## src/hbd_regs.svh

```systemverilog
`ifndef HBD_REGS_SVH
`define HBD_REGS_SVH
// register offsets (byte addresses)
`define HBD_OFS_DW0 8'h00
`define HBD_OFS_STATUS 8'h04
`define HBD_OFS_MASK 8'h08
`define HBD_OFS_XFER 8'h0C
`define HBD_OFS_ERR 8'h10
// descriptor field positions
`define HBD_EP0_BIT 31
`define HBD_MULT_HI 30
`define HBD_MULT_LO 29
`define HBD_MPL_HI 28
`define HBD_MPL_LO 18
`define HBD_TBC_HI 17
`define HBD_TBC_LO 3
`define HBD_VALID_BIT 0
// status bit positions
`define HBD_ST_DONE 0
`define HBD_ST_FATAL 1
// reset values
`define HBD_DW0_RST 32'h0000_0000
`define HBD_MASK_RST 2'h0
// bulk packet length ceiling in bytes
`define HBD_BULK_MAX 11'h200
`endif

```

## src/hbd_pkg.sv

```systemverilog
package hbd_pkg;
   typedef enum logic [1:0] {
      HBD_IDLE = 2'b00,
      HBD_PKT = 2'b01,
      HBD_WAIT = 2'b10,
      HBD_DONE = 2'b11
   } hbd_state_t;

   typedef struct packed {
      logic endpointLsb;
      logic [1:0] mult;
      logic [10:0] max_packet_length_a;
      logic [14:0] totalByteCount;
      logic [1:0] reserved;
      logic valid;
   } hbd_dw0_t;

   // one packet request toward the link engine
   typedef struct packed {
      logic endpointLsb;
      logic [10:0] len;
   } hbd_pkt_t;
endpackage

```

## src/hbd_dw0.sv

```systemverilog
// The plain strobed port and the register addresses were left to the implementer.
`timescale 1ns/1ps
`include "hbd_regs.svh"
// Behaviour
// - bit 31 is the endpoint number's low bit, written by software
// - bits 30:29 give packets allowed per descriptor execution
// - each packet is at most the max packet length at bits 28:18
// - any whole max packet length fitting the field is accepted
// - bits 17:3 are the total byte count, up to 32 kB minus one
// - device clears valid when done or on a fatal error
module hbd_dw0
   import hbd_pkg::*;
(
   // clock and reset
   input wire logic ref_clk,
   input wire logic srst,
   // register port
   input wire logic [7:0] regAddr,
   input wire logic [31:0] regWdata,
   input wire logic regWr,
   input wire logic regRd,
   output logic [31:0] regRdata,
   // packet request toward the link engine
   output logic pktReq,
   output hbd_pkt_t pktInfo,
   // packet completion from the link engine (same clock)
   input wire logic pktDone,
   input wire logic [10:0] pktBytes,
   input wire logic fatalErr,
   // interrupt
   output logic irq
);
   hbd_dw0_t dw0;
   hbd_state_t state;
   logic [14:0] xferred;
   logic [1:0] pktCount;
   logic [1:0] status;
   logic [1:0] mask;
   logic fatalSeen;
   logic [14:0] remaining;
   logic [10:0] nextLen;
   logic [14:0] next_xferred;
   logic finishEvt;
   logic fatalEvt;
   logic wrDw0;
   logic [31:0] next_rdata;
   logic zeroDone;

   assign wrDw0 = regWr && (regAddr == `HBD_OFS_DW0);
   assign remaining = dw0.totalByteCount - xferred;
   assign next_xferred = xferred + {4'h0, pktBytes};
   assign fatalEvt = (state != HBD_IDLE) && fatalErr;
   assign zeroDone = (state == HBD_DONE);

   hbd_pkt_len u_len (
      .remaining(remaining),
      .maxLen(dw0.max_packet_length_a),
      .len(nextLen)
   );

   // finish: total reached, or the multiplier's packet budget spent
   always_comb begin
      finishEvt = 1'b0;
      if (state == HBD_WAIT && pktDone) begin
         if (next_xferred >= dw0.totalByteCount) begin
            finishEvt = 1'b1;
         end else if (pktCount == dw0.mult) begin
            finishEvt = 1'b1;
         end
      end
   end

   // descriptor word: software writes, hardware clears valid
   always_ff @(posedge ref_clk) begin
      if (srst) begin
         dw0 <= `HBD_DW0_RST;
      end else if (wrDw0) begin
         dw0 <= regWdata;
         dw0.reserved <= 2'h0;
      end else if (finishEvt || fatalEvt || zeroDone) begin
         dw0.valid <= 1'b0;
      end
   end

   // execution sequencer
   always_ff @(posedge ref_clk) begin
      if (srst) begin
         state <= HBD_IDLE;
         xferred <= 15'h0000;
         pktCount <= 2'h0;
         pktReq <= 1'b0;
         pktInfo <= '0;
      end else begin
         pktReq <= 1'b0;
         case (state)
            HBD_IDLE: begin
               // a rewrite of the word this cycle wins; start next cycle
               if (dw0.valid && !wrDw0) begin
                  // counts restart here so the last total stays readable
                  xferred <= 15'h0000;
                  pktCount <= 2'h0;
                  if (dw0.totalByteCount == 15'h0000) begin
                     state <= HBD_DONE;
                  end else begin
                     state <= HBD_PKT;
                  end
               end
            end
            HBD_PKT: begin
               // a fatal error before the request goes out cancels it
               if (fatalEvt) begin
                  state <= HBD_IDLE;
               end else begin
                  pktReq <= 1'b1;
                  pktInfo.endpointLsb <= dw0.endpointLsb;
                  pktInfo.len <= nextLen;
                  pktCount <= pktCount + 2'h1;
                  state <= HBD_WAIT;
               end
            end
            HBD_WAIT: begin
               if (fatalEvt) begin
                  state <= HBD_IDLE;
               end else if (pktDone) begin
                  xferred <= next_xferred;
                  state <= finishEvt ? HBD_IDLE : HBD_PKT;
               end
            end
            HBD_DONE: begin
               state <= HBD_IDLE;
            end
            default: begin
               state <= HBD_IDLE;
            end
         endcase
      end
   end

   // sticky status; a set in the clearing cycle wins
   always_ff @(posedge ref_clk) begin
      if (srst) begin
         status <= 2'h0;
      end else begin
         if (regWr && regAddr == `HBD_OFS_STATUS) begin
            status <= status & ~regWdata[1:0];
         end
         if (finishEvt || zeroDone) begin
            status[`HBD_ST_DONE] <= 1'b1;
         end
         if (fatalEvt) begin
            status[`HBD_ST_FATAL] <= 1'b1;
         end
      end
   end

   always_ff @(posedge ref_clk) begin
      if (srst) begin
         mask <= `HBD_MASK_RST;
      end else if (regWr && regAddr == `HBD_OFS_MASK) begin
         mask <= regWdata[1:0];
      end
   end

   // remembers a fatal end until the descriptor is rewritten
   always_ff @(posedge ref_clk) begin
      if (srst) begin
         fatalSeen <= 1'b0;
      end else if (wrDw0) begin
         fatalSeen <= 1'b0;
      end else if (fatalEvt) begin
         fatalSeen <= 1'b1;
      end
   end

   always_ff @(posedge ref_clk) begin
      if (srst) begin
         irq <= 1'b0;
      end else begin
         irq <= |(status & mask);
      end
   end

   always_comb begin
      case (regAddr)
         `HBD_OFS_DW0: next_rdata = dw0;
         `HBD_OFS_STATUS: next_rdata = {30'h0, status};
         `HBD_OFS_MASK: next_rdata = {30'h0, mask};
         `HBD_OFS_XFER: next_rdata = {17'h0, xferred};
         `HBD_OFS_ERR: next_rdata = {31'h0, fatalSeen};
         default: next_rdata = 32'h0000_0000;
      endcase
   end

   always_ff @(posedge ref_clk) begin
      if (srst) begin
         regRdata <= 32'h0000_0000;
      end else if (regRd) begin
         regRdata <= next_rdata;
      end else begin
         regRdata <= 32'h0000_0000;
      end
   end
endmodule

```

## src/hbd_pkt_len.sv

```systemverilog
`timescale 1ns/1ps
// length of the next packet: the smaller of remaining bytes and max length
module hbd_pkt_len (
   // inputs
   input wire logic [14:0] remaining,
   input wire logic [10:0] maxLen,
   // result
   output logic [10:0] len
);
   always_comb begin
      if (remaining < {4'h0, maxLen}) begin
         len = remaining[10:0];
      end else begin
         len = maxLen;
      end
   end
endmodule

```

## config.mk

```make
export PLATFORM = sky130hd
export DESIGN_NAME = hbd_dw0
export DESIGN_NICKNAME = d
export VERILOG_FILES = /design/src/hbd_pkg.sv /design/src/hbd_dw0.sv /design/src/hbd_pkt_len.sv
export VERILOG_INCLUDE_DIRS = /design/src /design/src/src
export SDC_FILE = /design/constraint.sdc
export NUM_CORES = 1
export LEC_CHECK = 0
export BUFFER_PORTS_ARGS = -buffer_cell sky130_fd_sc_hd__buf_2
export CORE_MARGIN = 5
export CORE_UTILIZATION = 35
export CTS_BUF_LIST = sky130_fd_sc_hd__clkbuf_16
export CTS_CLUSTER_SIZE = 20
export DETAILED_ROUTE_END_ITERATION = 10
export PLACE_DENSITY_LB_ADDON = 0.1
export SETUP_SLACK_MARGIN = 0.4
export SYNTH_ARGS = -nofsm -noshare
export SYNTH_HDL_FRONTEND = slang
export SYNTH_SLANG_ARGS = --single-unit
export TNS_END_PERCENT = 30
```

## constraint.sdc

```tcl
create_clock -name ref_clk -period 4.45 [get_ports ref_clk]
set_input_delay 0.89 -clock ref_clk [delete_from_list [all_inputs] [get_ports ref_clk]]
set_output_delay 0.89 -clock ref_clk [all_outputs]
set_load 0.01 [all_outputs]
```

==> results_dict.tcl <==
set metrics [dict create \
    outcome "finished, final reports clean" \
    ys_seq_area_share_pct 35.68 \
    max_freq_ghz 0.2566 \
    grt_max_degree 59 \
    fp.dieH_um 136.6 \
    reg2reg_to "pktInfo[7]$_SDFFE_PP0P_" \
    grt_pass1_vias 5290 \
    postSynthAreaPerCell_um2 8.084 \
    fin_skew_ps 5.828 \
    wl_per_cell_um 16.28 \
    initial_utilization_pct 35.45 \
    grt_pass1_wl_mm 26.50 \
    drv_cap 0 \
    die_w_um 136.6 \
    area_delta_synth_final_pct 23.59 \
    placed_cells 1009 \
    min_from "pktInfo[11]$_SDFFE_PP0P_" \
    place_ws_ps -105.1 \
    cts.sinks 100 \
    cts_made_buffers 9 \
    ys_warn_count 0 \
    synth_mux_area_share_pct 1.784 \
    drtIter0Drc 330 \
    cp_max_fo 4 \
    min_period_over_period_pct 87.57 \
    cts_tree "built" \
    worstPathRequired_ps 4690 \
    synth_xor_area_share_pct 2.966 \
    filler_cell_count 1641 \
    fin_total_pwr_uw 1787 \
    synthTopCellsByCount "100 x dfxtp_1, 83 x nand2_1, 63 x a21oi_1, 56 x inv_1, 55 x nor2_1" \
    hpwl_mm 12.64 \
    drcViolationCount 0 \
    postRouteAntennaNets 0 \
    cts.clk_slew.worst_paths_ps 70 \
    multi_input_area_mm2 0.003386 \
    synth_top_family_by_area "compound AO/OA/AOI/OAI gates" \
    die_area_mm2 0.01866 \
    synth_area_leaders "dfxtp_1 36%, ha_1 11%, a21oi_1 5.6%, nand2_1 5.6%, inv_1 3.7%" \
    final_area_mm2 0.006934 \
    vias_per_cell 5.159 \
    synth_top_cell_area_share_pct 35.68 \
    min_path_type "reg -> reg" \
    synth-seq-cells 100 \
    cp-start-kind "register" \
    setup_viol 0 \
    synth_compound_area_share_pct 21.92 \
    synth_cells 694 \
    overflow 0 \
    min_to "pktInfo[11]$_SDFFE_PP0P_" \
    grtUsageTotal_pct 18.09 \
    cp_data_arrival_time_ps 4140 \
    vias 5350 \
    cpPeakStageDelay_ps 560 \
    h-tree-depth 3 \
    syn_nets 803 \
    cts_root_buf "clkbuf_16" \
    ios 103 \
    powerDensity_mw_per_mm2 257.7 \
    timing.final.max_slew_violations 0 \
    cts_max_path_buffers 2 \
    hold_depth 2 \
    place_area_mm2 0.006464 \
    reg2reg_from "dw0[3]$_SDFFE_PP0P_" \
    drive_above_1_share_pct 22.68 \
    p_leak_uw 0.002924 \
    drt_first_pass_iters 5 \
    yosys.area_share.simple_pct 20.05 \
    min_period_ps 3897 \
    grt_setup_unrepaired "false" \
    fin_util_pct 43.81 \
    grt_antenna_before_repair 1 \
    vdd_ir_drop_max_mv 0.1852 \
    tightestPinTransition_ps 810.6 \
    nNetsFinal 924 \
    port_buffers 101 \
    synthAdderAreaFrac_pct 11.86 \
    worstSetupPathType "reg -> reg" \
    regArea_mm2 0.002007 \
    synthFlopType "dfxtp_1" \
    ff2ff_path_depth 16 \
    gp_congestion 0.8251 \
    end_kind "register" \
    synth_cell_types 65 \
    clkLatencyLatePin_ps 350 \
    rows 46 \
    netlist_area_mm2 0.005610 \
    layoutNonFillerInstCount 1037 \
    crit_family "compound AO/OA/AOI/OAI gates" \
    slew_headroom_pct 45.79 \
    finalWorstSetupSlack_ps 553.2 \
    cts_hold_buf 0 \
    cp_cell_sequence "inv_2 -> ha_4 -> inv_2 -> fa_2 -> a211oi_2 -> o21ai_1 -> o21ai_2 -> o21ai_2 -> xor2_2 -> ha_1 -> a21oi_2 -> o211ai_1 -> a221o_1 -> or4b_4 -> or4_1 -> o311a_1" \
    critPathBufInv 2 \
    synth_edf_count 0 \
    core_mm2 0.01583 \
    finalWirelength_mm 16.88 \
    synth_area_leader_cell "dfxtp_1" \
    yosys.cell_count.top_type "dfxtp_1" \
    finalHoldViolCount 0 \
    r2r_slack_ps 550 \
    async_flop_share_pct 0 \
    slowest_stage "or4b_4" \
]
-- state kept, by name (all words and copies together), names as in the netlist --
register and flops:
regRdata 32, dw0 30, xferred 15, pktInfo 12, mask 2, pktCount 2, state 2, status 2
fatalSeen 1, irq 1, pktReq 1
-- stage by stage --
| stage | hold slack [ps] | TNS [ps] |
|---|---|---|
| after global routing | 506.0 | 0 |
| after detailed placement | 466.9 | -131.0 |
| after global placement | 457.2 | -8.941 |
| after floorplan | 439.4 | 0 |
| final | 471.8 | 0 |
| after CTS | 476.2 | 0 |
-- report_power, final --
group          switching [uW]  leakage [uW]  internal (uW)
sequential              0.532      0.000807            895
clock                     354      0.000147            434
combinational            57.1       0.00197           46.8
-- repair_timing --
action | CTS | global route
pin swaps | 1 | 20
gates resized for setup | 6 | 25
gates cloned | 0 | 1
setup buffers | 4 | 6
endpoints found under the hold margin | 0 | 0
setup endpoints to repair | 4 | 14
-- worst max path at each step --
stage                            startpoint                       to  slack (ps)  cells past startpoint
detailed placement              pktBytes[0]   status[0]$_SDFFE_PP0P_        -110                     18
floorplan                       pktBytes[0]   status[0]$_SDFFE_PP0P_         400                     16
finish                  dw0[3]$_SDFFE_PP0P_  pktInfo[7]$_SDFFE_PP0P_         550                     16
global route            dw0[3]$_SDFFE_PP0P_  pktInfo[7]$_SDFFE_PP0P_         390                     16
global placement                pktBytes[0]   status[0]$_SDFFE_PP0P_          -9                     18
CTS                 xferred[1]$_SDFFE_PP0P_  pktInfo[7]$_SDFFE_PP0P_         400                     14
-- layout by cell type (no fill, tap or decap), types with 3 or more instances in the layout --
cell type | Yosys | layout
o31a_1 | 3 | 3
xnor2_1 | 12 | 12
buf_2 | 5 | 101
a21oi_1 | 63 | 61
dfxtp_2 | 0 | 4
nor2b_1 | 6 | 6
nand4_1 | 5 | 5
mux2i_1 | 4 | 4
o21a_1 | 7 | 7
a22oi_1 | 18 | 18
nor4_1 | 4 | 4
a21o_1 | 14 | 14
nand3_1 | 26 | 26
ha_1 | 50 | 47
and3_1 | 6 | 6
dfxtp_1 | 100 | 96
nand2b_1 | 3 | 3
buf_4 | 1 | 34
o21ai_0 | 40 | 33
and2_1 | 21 | 21
or4_1 | 3 | 3
o21ai_2 | 1 | 4
xor2_1 | 7 | 6
a211oi_1 | 4 | 3
nor2_1 | 55 | 55
clkbuf_16 | 0 | 9
inv_1 | 56 | 54
nor3_1 | 13 | 12
o21ai_1 | 3 | 7
mux2_2 | 4 | 4
nand2_1 | 83 | 83
a31oi_1 | 11 | 10
o211ai_1 | 5 | 5
inv_2 | 0 | 3
or3_1 | 4 | 4
-- cell type report --
| type | instances | share of cell area, % |
|---|---|---|
| multi-input cells | 512 | 48.83 |
| well taps | 216 | 3.898 |
| diodes | 1 | 0.03609 |
| clock buffers | 9 | 3.248 |
| inverters | 57 | 3.086 |
| flip-flops and latches | 100 | 28.94 |
| clock inverters | 7 | 0.9924 |
| repair buffers | 135 | 10.97 |
-- worst register-to-register path: cells and delay by family, from the launching register on --
family,cells,cell delay [ps]
fa+ha+maj,3,840
simple gates,2,1040
buf+inv,2,100
xor+xnor,1,160
flops,1,320
compound gates,8,1330
-- kinds of logic (layout without fill, tap and decap cells) --
group           Yosys count  in the layout
buf+inv                  83            208
fa+ha+maj                52             52
compound gates          194            194
simple gates            237            238
xor+xnor                 19             19
mux                       9              9
other cells               0              1
flops                   100            100
-- routing by layer --
metal	vias up	GRT usage, %	share of wire (%)
met5	-	0	0
met1	2489	22.23	45
met2	146	31.38	48
met4	0	6.327	2.2
met3	25	3.676	4.9
li1	2690	-	-
No activity file was read; power rests on OpenSTA's default activity.
